<file path="src/verilog/adc_serial_defines.vh">
// constants for the serial converter front end and its result queue
// assumes inclusion by bare name from the design files only
`ifndef ADC_SERIAL_DEFINES_VH
`define ADC_SERIAL_DEFINES_VH

// width of a conversion result
`define RESULT_BITS 8
// index of the first trial bit (msb)
`define RESULT_MSB 3'h7
// mux address bits that follow the start bit
`define ADDR_BITS 2
// address bit positions counted from the first bit after the start bit
`define ADDR_MODE_POS 1'h0
`define ADDR_POL_POS 1'h1
// mode and polarity encodings
`define MODE_SINGLE 1'h1
`define MODE_DIFF 1'h0
`define POL_CH0_POS 1'h0
`define POL_CH1_POS 1'h1
// bits sent lsb first after the msb-first pass (bit 0 is not repeated)
`define LSB_PASS_BITS 3'h7
// queue entry: {mode, polarity, result}
`define ENTRY_BITS 10
`define QUEUE_DEPTH 8
`define QUEUE_ADDR_BITS 3

`endif

</file>
<file path="src/verilog/serial_adc_mux_interface.v">
// serial control side of an 8-bit successive approximation converter
// with a two-input multiplexer, plus the queue that holds its results.
// assumes select_n, sclk and serial_in are synchronous to core_clk and
// that sclk runs far slower than core_clk; analog levels arrive as codes.
// a stalled consumer fills the queue and then holds off new start bits.
`timescale 1ns/1ps
`include "adc_serial_defines.vh"

// result queue with a registered output stage
module result_queue #(
    parameter WIDTH = `ENTRY_BITS,
    parameter DEPTH = `QUEUE_DEPTH,
    parameter ADDR_W = `QUEUE_ADDR_BITS
) (
    input wire core_clk,
    input wire rst_n,
    input wire in_valid,
    output wire in_ready,
    input wire [WIDTH-1:0] in_data,
    output reg out_valid,
    input wire out_ready,
    output reg [WIDTH-1:0] out_data
);
    // storage and its pointers
    reg [WIDTH-1:0] mem [0:DEPTH-1];
    reg [ADDR_W-1:0] wr_ptr;
    reg [ADDR_W-1:0] rd_ptr;
    // fill level, one bit wider than the pointers
    reg [ADDR_W:0] count;

    // handshake strobes
    wire push;
    wire pop;

    // full and empty come from the same counter, so they never disagree
    assign in_ready = (count != DEPTH[ADDR_W:0]);
    assign push = in_valid & in_ready;
    assign pop = (count != {(ADDR_W+1){1'b0}}) & (~out_valid | out_ready);

    // storage has no reset; pointers, the counter and the output stage get one
    always @(posedge core_clk) begin
        if (push) begin
            mem[wr_ptr] <= in_data;
        end
    end

    // pointers, fill level and output stage
    always @(posedge core_clk or negedge rst_n) begin
        if (!rst_n) begin
            wr_ptr <= {ADDR_W{1'b0}};
            rd_ptr <= {ADDR_W{1'b0}};
            count <= {(ADDR_W+1){1'b0}};
            out_valid <= 1'b0;
            out_data <= {WIDTH{1'b0}};
        end else begin
            if (push) begin
                wr_ptr <= wr_ptr + 1'b1;
            end
            // output stage refills when empty or being taken
            if (pop) begin
                rd_ptr <= rd_ptr + 1'b1;
                out_data <= mem[rd_ptr];
                out_valid <= 1'b1;
            end else if (out_ready) begin
                out_valid <= 1'b0;
            end
            // push and pop together leave the fill level alone
            if (push && !pop) begin
                count <= count + 1'b1;
            end else if (pop && !push) begin
                count <= count - 1'b1;
            end
        end
    end
endmodule

module serial_adc_mux_interface (
    input wire core_clk,
    input wire resetn,
    input wire select_n,
    input wire sclk,
    input wire serial_in,
    input wire [`RESULT_BITS-1:0] ch0_level,
    input wire [`RESULT_BITS-1:0] ch1_level,
    output reg serial_out,
    output reg serial_out_en,
    output reg low_power,
    output reg conv_busy,
    output reg single_or_diff_sel,
    output reg polarity_sel,
    output reg frame_abort,
    output wire result_valid,
    input wire result_ready,
    output wire [`ENTRY_BITS-1:0] result_data
);
    // one-hot states of the conversion sequence
    localparam [5:0] ST_WAIT = 6'h01;
    localparam [5:0] ST_ADDR = 6'h02;
    localparam [5:0] ST_SETTLE = 6'h04;
    localparam [5:0] ST_CONVERT = 6'h08;
    localparam [5:0] ST_LSB = 6'h10;
    localparam [5:0] ST_TAIL = 6'h20;

    // reset synchroniser pair
    reg rst_meta;
    reg rst_sync;

    // serial clock history and sequencer state
    reg sclk_q;
    reg [5:0] state;
    reg addr_cnt;
    reg [2:0] bit_idx;
    reg [2:0] lsb_cnt;

    // approximation registers
    reg [`RESULT_BITS-1:0] pos_held;
    reg [`RESULT_BITS-1:0] sar;
    reg [`RESULT_BITS-1:0] shifter;

    // hand-off to the result queue
    reg q_valid;
    reg [`ENTRY_BITS-1:0] q_data;
    wire q_ready;

    // edge strobes and comparator trial
    wire sclk_rise;
    wire sclk_fall;
    wire [`RESULT_BITS-1:0] neg_now;
    reg [`RESULT_BITS-1:0] trial;
    reg [`RESULT_BITS:0] neg_plus_trial;
    reg decision;
    reg [`RESULT_BITS-1:0] next_sar;

    // picks one of the two channel codes
    function [`RESULT_BITS-1:0] pick_channel;
        input take_ch1;
        input [`RESULT_BITS-1:0] a0;
        input [`RESULT_BITS-1:0] a1;
        begin
            pick_channel = take_ch1 ? a1 : a0;
        end
    endfunction

    // reset release through two flops; assertion stays asynchronous
    always @(posedge core_clk or negedge resetn) begin
        if (!resetn) begin
            rst_meta <= 1'b0;
            rst_sync <= 1'b0;
        end else begin
            rst_meta <= 1'b1;
            rst_sync <= rst_meta;
        end
    end

    // serial clock is a sampled input, not a clock domain
    always @(posedge core_clk or negedge rst_sync) begin
        if (!rst_sync) begin
            sclk_q <= 1'b0;
        end else begin
            sclk_q <= sclk;
        end
    end

    // each strobe lasts one core clock, so sclk phases must span at least one
    assign sclk_rise = sclk & ~sclk_q;
    assign sclk_fall = ~sclk & sclk_q;

    // negative input is read fresh for every decision
    assign neg_now = pick_channel(polarity_sel == `POL_CH0_POS, ch0_level, ch1_level);

    // one trial of the approximation: keep the bit if pos >= neg + trial
    always @* begin
        // trial sets the bit under test on top of the bits kept so far
        trial = sar | ({{(`RESULT_BITS-1){1'b0}}, 1'b1} << bit_idx);
        neg_plus_trial = {1'b0, neg_now} + {1'b0, trial};
        // a positive input below the negative one never keeps a bit
        decision = ({1'b0, pos_held} >= neg_plus_trial);
        next_sar = decision ? trial : sar;
    end

    // conversion sequencer, advanced by serial clock edges
    always @(posedge core_clk or negedge rst_sync) begin
        if (!rst_sync) begin
            // released line, parked sequencer, default mux setting
            state <= ST_WAIT;
            addr_cnt <= 1'b0;
            bit_idx <= `RESULT_MSB;
            lsb_cnt <= 3'h0;
            pos_held <= {`RESULT_BITS{1'b0}};
            sar <= {`RESULT_BITS{1'b0}};
            shifter <= {`RESULT_BITS{1'b0}};
            serial_out <= 1'b0;
            serial_out_en <= 1'b0;
            low_power <= 1'b1;
            conv_busy <= 1'b0;
            single_or_diff_sel <= `MODE_SINGLE;
            polarity_sel <= `POL_CH0_POS;
            frame_abort <= 1'b0;
            q_valid <= 1'b0;
            q_data <= {`ENTRY_BITS{1'b0}};
        end else begin
            // one-cycle strobes drop unless set below
            frame_abort <= 1'b0;
            q_valid <= 1'b0;
            if (select_n) begin
                // deselect ends any frame and parks the logic
                state <= ST_WAIT;
                serial_out_en <= 1'b0;
                serial_out <= 1'b0;
                low_power <= 1'b1;
                conv_busy <= 1'b0;
                // the mux setting keeps its last latched value
                addr_cnt <= 1'b0;
                // a frame cut short by the controller is flagged once
                frame_abort <= ~state[0] & ~state[5];
            end else begin
                // selected: leave low power at once
                low_power <= 1'b0;
                // one branch per one-hot state
                case (state)
                    ST_WAIT: begin
                        // zeros before the start bit fall through; a full queue
                        // also holds off the start so no result is dropped
                        if (sclk_rise && serial_in && q_ready) begin
                            state <= ST_ADDR;
                            addr_cnt <= `ADDR_MODE_POS;
                            conv_busy <= 1'b1;
                        end
                    end

                    ST_ADDR: begin
                        // output still undriven, so a shared wire is safe here
                        if (sclk_rise) begin
                            // first rise after the start bit carries the mode
                            if (addr_cnt == `ADDR_MODE_POS) begin
                                single_or_diff_sel <= serial_in;
                                addr_cnt <= `ADDR_POL_POS;
                            end else begin
                                // second rise carries the polarity
                                polarity_sel <= serial_in;
                                state <= ST_SETTLE;
                            end
                        end
                    end

                    ST_SETTLE: begin
                        // half a clock after the polarity bit: acquire the positive
                        // input and drive the settling zero
                        if (sclk_fall) begin
                            pos_held <= pick_channel(polarity_sel == `POL_CH1_POS,
                                                     ch0_level, ch1_level);
                            serial_out_en <= 1'b1;
                            serial_out <= 1'b0;
                            // clear the approximation for this frame
                            sar <= {`RESULT_BITS{1'b0}};
                            bit_idx <= `RESULT_MSB;
                            state <= ST_CONVERT;
                        end
                    end

                    ST_CONVERT: begin
                        // serial_in is not looked at from here to deselect
                        if (sclk_fall) begin
                            // each decision goes out on the fall that records it
                            sar <= next_sar;
                            serial_out <= decision;
                            if (bit_idx == 3'h0) begin
                                // bit 0 just went out, start the lsb pass at bit 1
                                shifter <= next_sar >> 1;
                                lsb_cnt <= 3'h0;
                                q_valid <= 1'b1;
                                q_data <= {single_or_diff_sel, polarity_sel, next_sar};
                                state <= ST_LSB;
                            end else begin
                                bit_idx <= bit_idx - 1'b1;
                            end
                        end
                    end

                    ST_LSB: begin
                        // seven bits; bit 0 already went out in the msb pass
                        if (sclk_fall) begin
                            serial_out <= shifter[0];
                            shifter <= shifter >> 1;
                            lsb_cnt <= lsb_cnt + 1'b1;
                            if (lsb_cnt == `LSB_PASS_BITS - 3'h1) begin
                                state <= ST_TAIL;
                            end
                        end
                    end

                    ST_TAIL: begin
                        // frame done; line held low until the controller lets go
                        if (sclk_fall) begin
                            serial_out <= 1'b0;
                            conv_busy <= 1'b0;
                        end
                    end

                    // unused one-hot codes fall back to idle
                    default: begin
                        state <= ST_WAIT;
                    end
                endcase
            end
        end
    end

    // finished conversions wait here for the consumer
    result_queue #(
        .WIDTH(`ENTRY_BITS),
        .DEPTH(`QUEUE_DEPTH),
        .ADDR_W(`QUEUE_ADDR_BITS)
    ) u_queue (
        .core_clk(core_clk),
        .rst_n(rst_sync),
        .in_valid(q_valid),
        .in_ready(q_ready),
        .in_data(q_data),
        .out_valid(result_valid),
        .out_ready(result_ready),
        .out_data(result_data)
    );
endmodule
</file>
<file path="config.mk">
export PLATFORM = sky130hd
export DESIGN_NAME = serial_adc_mux_interface
export DESIGN_NICKNAME = d
export VERILOG_FILES = /design/src/verilog/serial_adc_mux_interface.v
export VERILOG_INCLUDE_DIRS = /design/src /design/src/verilog
export SDC_FILE = /design/constraint.sdc
export NUM_CORES = 1
export LEC_CHECK = 0
export ABC_AREA = 1
export ABC_CLOCK_PERIOD_IN_PS = 4200
export BUFFER_PORTS_ARGS = -buffer_cell sky130_fd_sc_hd__clkbuf_2
export CAP_MARGIN = 20
export CORE_UTILIZATION = 45
export DETAILED_ROUTE_END_ITERATION = 16
export GPL_TIMING_DRIVEN = 1
export RECOVER_POWER = 100
export SLEW_MARGIN = 10
export SYNTH_ARGS = -nofsm -noshare
export SYNTH_HDL_FRONTEND = slang
export SYNTH_SLANG_ARGS = --single-unit
</file>
<file path="constraint.sdc">
create_clock -name core_clk -period 4.2 [get_ports core_clk]
set_clock_uncertainty 0.15 [all_clocks]
set_input_delay 0.42 -clock core_clk [delete_from_list [all_inputs] [get_ports core_clk]]
set_output_delay 0.42 -clock core_clk [all_outputs]
set_load 0.02 [all_outputs]
</file>
==> impl_metrics.tcl, run 1 <==
set metrics [dict create \
    worst_pin_slew_ps 2320 \
    r2r_cells 19 \
    required_ps 4400 \
    finalHoldViolations 0 \
    sw_frac_of_total_pct 36.2 \
    gr-usage-all-layers_pct 20.6 \
    cpMostUsedCell "nand2_1" \
    met2_usage_pct 32.8 \
    path_depth 19 \
    cts_tree "yes" \
    synthTopCellsByArea "edfxtp_1 (32%), dfrtp_1 (24%), nand2_1 (8.6%)" \
    crit_path_top_delay_cell "dfstp_1" \
    final_cell_mix "nand2_1 (174), nor2_1 (83), edfxtp_1 (80)" \
    pin_count 40 \
    r2r_start "bit_idx[1]" \
    synth_edf_count 80 \
    utilization_pct 52.5 \
    clockPowerShare_pct 30.1 \
    postLayoutCellArea_um2 8470 \
    viasPerCell 5.36 \
    dr.pass1.iters 5 \
    clk_pin_slew_ps 70 \
    status "finished with violations" \
    peakVddDrop_mv 0.315 \
    drc_errors 0 \
    fp-row-count 46 \
    p_per_area_nw_per_um2 602 \
    grt_first_pass_wirelength_um 27600 \
    combPwrFrac_pct 31.0 \
    fin_crit_sh_pct 89.0 \
    yosysSeqAreaShare_pct 58.0 \
    setup_slack_ps 462 \
    arrival_ps 3940 \
    grt_overflow 0 \
    max_freq_mhz 268 \
    r2r_setup_slack_ps 460 \
    gr-usage-met1_pct 27.8 \
    syn_nets 808 \
    regToRegEndpoint "sar[7]" \
    path_class "reg2reg" \
    antenna_found_initial 0 \
    crit_chain "inv_1, ha_1, a21oi_1, inv_1, ha_1, nand3_1, nand2_1, nand4_1, o211ai_1, xnor2_1, ha_1, nand2_1, nor3_1, a21oi_1, nand2_2, nand2_4, a21oi_1, nand2_1, nand2_1" \
    hold_class "in2reg" \
    wl_per_cell_um 16.2 \
    drtIter0Drc 454 \
    grt_max_degree 55 \
    synth_warnings 0 \
    max_slew_margin_pct -54.9 \
    seqPwrFrac_pct 38.9 \
    period_needed_ps 3740 \
    gp_congestion 0.840 \
    fin_setup_tns_ps 0 \
    critPathTopFamily "simple AND/OR/NAND/NOR gates" \
    drive_gt1_share_pct 9.91 \
    htree_levels 4 \
    dr_total_vias 5532 \
    rsz0062_at_grt "false" \
    fin_hold_ws_ps 53.8 \
    grt_pass1_vias 5372 \
    clkSinkCount 158 \
    synth_top_area_share_pct 31.9 \
    critical_path_buf_inv_count 2 \
    min-delay-start "result_ready" \
    cts_buffers 17 \
    ant_nets 0 \
    synth_area_per_cell_um2 9.95 \
    root_buffer "clkbuf_16" \
    busiest_layer "met2" \
    core_area_um2 16100 \
    drv_slew 55 \
    diodes 0 \
    die_area_um2 17200 \
    die_w_um 131 \
    grt_use_met3_pct 4.48 \
    max_stage_delay_ps 550 \
    dpl_cell_area_um2 7990 \
    nets 856 \
    insertion_delay_ps 430 \
    cts_buffer_depth 2 \
    routed_wl_um 16700 \
    ys_types 47 \
    yosys.area.top_type "edfxtp_1" \
    start_kind "flip-flop" \
    worst_setup_path_end_kind "flip-flop" \
    mostFrequentLayoutCell "nand2_1" \
    ys_seq_elements 158 \
    setup_viol 0 \
    power.leakage_nw 3.69 \
    port_buffers 39 \
    synthCells 756 \
    die_h_um 131 \
    p_int_mw 3.25 \
    place_ws_ps 510 \
    maxCapViolCount 1 \
    start_util_pct 46.7 \
    whs_endpoint "u_queue.out_valid" \
    min_path_cells 2 \
    critPathMaxFanout 13 \
    fillers 1448 \
    syn_area_um2 7520 \
    hpwl_um 11200 \
    synthArstFlopShare_pct 49.4 \
    violations "capacitance limit, slew limit" \
    area_delta_synth_final_pct 12.6 \
    p_switching_mw 1.84 \
    synth_flop_cell "edfxtp_1" \
]
## what timing repair did
| action | in CTS | in global routing |
|---|---|---|
| hold endpoints to repair | 3 | 0 |
| gates resized for setup | 0 | 0 |
| hold buffers | 2 | 0 |
| buffers inserted | 0 | 0 |
## per-layer routing
| layer | part of all wire [%] | vias to the layer above |
|---|---|---|
| met5 | 0 | - |
| met1 | 47 | 2718 |
| met4 | 1.8 | 0 |
| li1 | - | 2648 |
| met3 | 4.7 | 33 |
| met2 | 46 | 133 |
## power groups by stage
stage	sequential [mW]	combinational [mW]	clock, mW
after CTS	1.99	1.62	1.57
after global routing	2.01	1.77	1.64
after floorplan	2.00	1.15	0
after detailed placement	2.02	1.61	0
final	1.98	1.58	1.53
after global placement	2.01	1.53	0
## worst max-delay path by stage
stage	end	from	slack, ps
floorplan	sar[2]	polarity_sel	670
detailed placement	sar[0]	bit_idx[0]	510
global placement	q_data[4]	bit_idx[0]	660
global route	q_data[8]	sclk	110
CTS	sar[0]	bit_idx[1]	480
finish	sar[7]	bit_idx[1]	460
## synth_stat cells (3+ instances only)
master / count
nand2_2: 5
mux2i_1: 6
o221ai_1: 10
clkbuf_1: 16
o21ai_1: 5
inv_2: 11
o21ai_0: 71
xnor2_1: 6
o21ai_2: 3
nor2_4: 7
o22ai_1: 12
dfstp_2: 6
nor2_1: 76
a21oi_1: 17
buf_4: 3
buf_2: 5
nand4_1: 3
inv_1: 56
edfxtp_1: 80
nand3_1: 34
nor2_2: 3
xor2_1: 8
o211ai_1: 12
ha_1: 28
dfrtp_1: 72
nand2_1: 173
## area by class of cell
class | instances | area, um2 | share of cell area, %
flip-flops and latches | 158 | 4360 | 51.5
repair buffers | 55 | 280 | 3.31
inverters | 69 | 259 | 3.06
clock inverters | 14 | 156 | 1.85
clock buffers | 18 | 439 | 5.19
multi-input cells | 503 | 2700 | 31.9
well taps | 216 | 270 | 3.19
## stage by stage
stage / total power [mW] / instances
floorplan: 3.15 / 756
global placement: 3.54 / 998
detailed placement: 3.62 / 999
CTS: 5.18 / 1033
global route: 5.42 / 1033
finish: 5.10 / 1033
## kinds of logic after synthesis
family / share of synthesized area, %
and+or+nand+nor: 18.0
DFF: 58.0
AOI/OAI and AO/OA: 11.0
buffers and inverters: 5.09
adders and majority gates: 5.19
xor gates and xnor gates: 1.63
muxes: 1.10
other: 0.0498
## registers in the layout, indices dropped and copies added, names as in the netlist, 4 cells and up
register / flops
u_queue.out_data: 10
state: 6
pos_held: 8
shifter: 7
q_data: 10
u_queue.count: 4
sar: 8
u_queue.mem: 80
No activity file was read; power rests on OpenSTA's default activity.
==> run 2: changes to the inputs <==
Settings changed: ABC_CLOCK_PERIOD_IN_PS 4200 to 4000, RECOVER_POWER 100 to not set.
Clock period 4.2 ns to 4 ns, I/O delays scaled along.
==> impl_metrics.tcl, run 2 (same netlist as run 1, synthesis figures left out) <==
set metrics [dict create \
    sw_frac_of_total_pct 36.5 \
    fin_setup_tns_ps 0 \
    finalHoldViolations 0 \
    fp-row-count 46 \
    htree_levels 4 \
    ant_nets 0 \
    worst_setup_path_end_kind "flip-flop" \
    grt_overflow 0 \
    maxCapViolCount 0 \
    cts_buffers 17 \
    path_depth 24 \
    clk_pin_slew_ps 60 \
    cts_buffer_depth 2 \
    mostFrequentLayoutCell "nand2_1" \
    power.leakage_nw 3.82 \
    grt_first_pass_wirelength_um 27000 \
    dr_total_vias 5459 \
    r2r_setup_slack_ps 360 \
    top_register "u_queue.mem" \
    r2r_cells 24 \
    path_class "reg2reg" \
    regToRegEndpoint "shifter[6]" \
    die_h_um 131 \
    peakVddDrop_mv 0.363 \
    pin_count 40 \
    gr-usage-all-layers_pct 20.3 \
    largest_register_ffs 80 \
    clockPowerShare_pct 29.0 \
    drive_gt1_share_pct 16.3 \
    combPwrFrac_pct 32.6 \
    core_area_um2 16100 \
    fin_hold_ws_ps 22.3 \
    cpMostUsedCell "nand2_1" \
    area_delta_synth_final_pct 14.8 \
    seqPwrFrac_pct 38.4 \
    port_buffers 39 \
    diodes 0 \
    crit_chain "inv_1, ha_1, inv_1, nor2_2, inv_2, nand2_1, ha_1, inv_1, fa_1, o21ai_4, xor2_1, ha_1, nand2_1, nor2_1, nand2_1, nand3_1, nand2_1, nand2_1, nand2_1, nand2_2, nand2_4, a21oi_1, nand2_1, nand2_1" \
    cts_tree "yes" \
    viasPerCell 5.27 \
    wl_per_cell_um 15.9 \
    utilization_pct 53.6 \
    critPathMaxFanout 13 \
    fin_crit_sh_pct 91.0 \
    gp_congestion 0.834 \
    max_stage_delay_ps 440 \
    period_needed_ps 3640 \
    drv_slew 0 \
    arrival_ps 3850 \
    root_buffer "clkbuf_16" \
    hold_class "in2reg" \
    hpwl_um 11000 \
    insertion_delay_ps 430 \
    antenna_found_initial 0 \
    crit_path_top_delay_cell "fa_1" \
    start_util_pct 46.7 \
    nets 859 \
    p_per_area_nw_per_um2 618 \
    clkSinkCount 158 \
    reg_top3 "u_queue.mem x80, q_data x10, u_queue.out_data x10" \
    routed_wl_um 16500 \
    final_cell_mix "nand2_1 (173), edfxtp_1 (80), nor2_1 (75)" \
    critPathTopFamily "simple AND/OR/NAND/NOR gates" \
    required_ps 4210 \
    p_switching_mw 1.95 \
    p_int_mw 3.39 \
    crit_start "bit_idx[1]" \
    start_kind "flip-flop" \
    die_area_um2 17200 \
    grt_pass1_vias 5237 \
    drc_errors 0 \
    worst_pin_slew_ps 835 \
    critical_path_buf_inv_count 4 \
    setup_viol 0 \
    grt_max_degree 77 \
    drtIter0Drc 493 \
    max_freq_mhz 275 \
    r2r_start "bit_idx[1]" \
    status "finished clean" \
    cp-endpoint "shifter[6]" \
    die_w_um 131 \
    dr.pass1.iters 5 \
    max_slew_margin_pct 44.3 \
]
==> run 2: changes by cell type in the layout (fill, tap and decap cells not counted), sizes merged <==
cell / change
clkinv: -3
bufinv: -1
clkbuf: -8
inv: +3
buf: +12
==> run 2: power groups by stage <==
stage	Combinational (mW)	Sequential [mW]	Clock [mW]
after global placement	1.63	2.08	0
after floorplan	1.21	2.10	0
after CTS	1.72	2.06	1.57
after global routing	1.95	2.07	1.65
final	1.74	2.05	1.55
after detailed placement	1.71	2.09	0
==> run 2: cell type report <==
type,count,area (um2)
multi-input cells,503,2790
clock inverters,13,134
repair buffers,58,383
clock buffers,19,433
inverters,69,259
flip-flops and latches,158,4370
fillers,1439,7480
well taps,216,270
==> run 2: worst min-delay path by stage <==
stage,start,endpoint,slack (ps),cells past startpoint
3_5_place_dp,resetn,rst_meta,40,1
5_1_grt,result_ready,u_queue.out_valid,10,2
2_1_floorplan,resetn,rst_meta,-50,0
3_3_place_gp,resetn,rst_meta,40,1
4_1_cts,result_ready,u_queue.out_valid,8,2
6_report,result_ready,u_queue.out_valid,20,2
==> run 2: layer usage <==
| metal | share of wire [%] | GRT usage [%] |
|---|---|---|
| met1 | 48 | 28.2 |
| met2 | 47 | 32.1 |
| met3 | 3.4 | 3.40 |
| met4 | 1.8 | 7.43 |
| met5 | 0 | 0 |
==> run 2: worst reg2reg max path: cells and delay by family (launching register included) <==
family | cells | cell delay, ps
compound gates | 2 | 430
flops | 1 | 380
xor+xnor | 1 | 90
fa+ha+maj | 4 | 1060
buf+inv | 4 | 300
simple gates | 13 | 1160
==> run 2: per-stage QoR <==
step | power [mW] | cell area (um2) | setup slack, ps | std cells
final | 5.33 | 8630 | 361 | 1036
after global routing | 5.68 | 8630 | -9.52 | 1036
after CTS | 5.35 | 8600 | 242 | 1035
after detailed placement | 3.80 | 8010 | 274 | 1001
after global placement | 3.72 | 7970 | 471 | 999
after floorplan | 3.31 | 7520 | 469 | 756
==> run 2: repair_timing <==
item                                    CTS  global route
gates resized for setup                   0             4
hold buffers                              2             0
hold endpoints to repair                  3             0
buffers inserted                          0             0
endpoints found under the setup margin    0            20
==> run 3: changes to the inputs <==
Settings changed: CELL_PAD_IN_SITES_DETAIL_PLACEMENT set to 2, CELL_PAD_IN_SITES_GLOBAL_PLACEMENT set to 2, CORE_UTILIZATION 45 to 40, PLACE_DENSITY_LB_ADDON set to 0.1.
==> impl_metrics.tcl, run 3 (same netlist as run 1, synthesis figures left out) <==
set metrics [dict create \
    critical_path_buf_inv_count 4 \
    mostFrequentLayoutCell "nand2_1" \
    violations "DRC" \
    worst_setup_path_end_kind "flip-flop" \
    p_per_area_nw_per_um2 648 \
    clk_pin_slew_ps 70 \
    wl_per_cell_um 21.5 \
    fin_setup_tns_ps 0 \
    fin_hold_ws_ps 19.1 \
    viasPerCell 5.38 \
    pin_count 40 \
    diodes 0 \
    path_class "reg2reg" \
    fin_total_pwr_mw 5.62 \
    gp_congestion 0.813 \
    largest_register_ffs 80 \
    top_register "u_queue.mem" \
    nets 860 \
    required_ps 4160 \
    fin_crit_sh_pct 92.8 \
    core_area_um2 18200 \
    dr_total_vias 5649 \
    grt_use_met3_pct 4.32 \
    clkSinkCount 158 \
    gr-usage-met1_pct 31.5 \
    critPathMaxFanout 13 \
    worst_pin_slew_ps 838 \
    drv_slew 0 \
    fillers 1905 \
    met2_usage_pct 43.6 \
    period_needed_ps 3710 \
    max_freq_mhz 269 \
    die_w_um 139 \
    port_buffers 39 \
    start_kind "flip-flop" \
    cts_buffer_depth 2 \
    maxCapViolCount 0 \
    cts_buffers 17 \
    ant_nets 0 \
    grt_overflow 0 \
    die_h_um 139 \
    drtIter0Drc 296 \
    cpMostUsedCell "nand2_1" \
    antenna_found_initial 1 \
    arrival_ps 3870 \
    postLayoutCellArea_um2 8680 \
    htree_levels 4 \
    drc_errors 5 \
    insertion_delay_ps 420 \
    cts_tree "yes" \
    peakVddDrop_mv 0.319 \
    power.leakage_nw 3.84 \
    reg_top3 "u_queue.mem x80, q_data x10, u_queue.out_data x10" \
    dpl_cell_area_um2 8030 \
    fp-row-count 49 \
    dr.pass1.iters 12 \
    drive_gt1_share_pct 16.9 \
    hpwl_um 15600 \
    max_stage_delay_ps 570 \
    status "finished with violations" \
    critPathTopFamily "simple AND/OR/NAND/NOR gates" \
    area_delta_synth_final_pct 15.4 \
    setup_viol 0 \
    start_util_pct 41.3 \
    routed_wl_um 22500 \
    final_cell_mix "nand2_1 (173), edfxtp_1 (80), nor2_1 (75)" \
    hold_class "in2reg" \
    grt_first_pass_wirelength_um 36300 \
    root_buffer "clkbuf_16" \
    crit_path_top_delay_cell "dfstp_2" \
    grt_max_degree 54 \
    grt_pass1_vias 6456 \
    busiest_layer "met2" \
    die_area_um2 19400 \
    gr-usage-all-layers_pct 24.9 \
    max_slew_margin_pct 44.1 \
    finalHoldViolations 0 \
]
run 3: cell types whose count changed in the layout (fill, tap and decap cells not counted), moves of 2 or more:
| cell | change |
|---|---|
| clkinv_4 | +2 |
| inv_4 | +3 |
| inv_6 | -2 |
| buf_4 | +2 |
run 3: what timing repair did:
item / CTS / global route
hold endpoints to repair: 3 / 0
resized for setup: 0 / 9
setup endpoints to repair: 0 / 23
hold buffers: 2 / 0
setup buffers: 0 / 1
run 3: worst paths after layout:
check | start | to | slack [ps] | depth (start not counted)
max | bit_idx[0] | shifter[3] | 290 | 25
min | result_ready | u_queue.out_valid | 20 | 2
max reg2reg | bit_idx[0] | shifter[3] | 290 | 25
min reg2reg | rst_meta | rst_sync | 210 | 0
max in group asynchronous | rst_sync | state[0] | 2570 | 1
min in group asynchronous | resetn | rst_sync | 140 | 2
run 3: stage by stage:
step / util (%) / cells / worst slack, ps
after global placement: 44.0 / 1014 / 434
after floorplan: - / 756 / 469
final: 47.7 / 1050 / 289
after global routing: 47.7 / 1050 / -6.82
after CTS: 47.4 / 1049 / 83.9
after detailed placement: 44.1 / 1015 / 142
run 3: layer usage:
| metal | wire length [um] | vias to the layer above |
|---|---|---|
| met2 | 11500 | 81 |
| met1 | 10100 | 2881 |
| met3 | 558 | 29 |
| met5 | 13 | - |
| li1 | - | 2656 |
| met4 | 346 | 2 |
run 3: cell type report:
| class | instances | area [um2] | share of cell area, % |
|---|---|---|---|
| flip-flops and latches | 158 | 4370 | 50.3 |
| multi-input cells | 503 | 2810 | 32.3 |
| clock buffers | 18 | 429 | 4.94 |
| repair buffers | 59 | 370 | 4.27 |
| well taps | 229 | 287 | 3.30 |
| inverters | 69 | 263 | 3.03 |
| clock inverters | 14 | 158 | 1.82 |
run 3: worst reg2reg max path: stages (launching register included):
cell and delay, ps:
dfstp_2 570, inv_1 90, ha_1 200, inv_1 80, nor2_2 50, inv_2 110, nand2_1 70, ha_1 190
inv_1 80, fa_1 260, o21ai_4 80, xor2_1 160, ha_1 320, nand2_1 90, nor2_1 110, nand2_1 60
nand3_1 80, nand2_1 60, nand2_1 60, nand2_1 80, nand2_4 130, nand2_8 110, nand2_1 120, nand3_1 100
nand2_1 100, nand2_1 60
run 3: power breakdown:
part	internal [mW]	switching [mW]	leakage (nW)
registers	1.88	0.180	1.69
logic	0.655	1.27	1.86
clock network	0.934	0.704	0.290
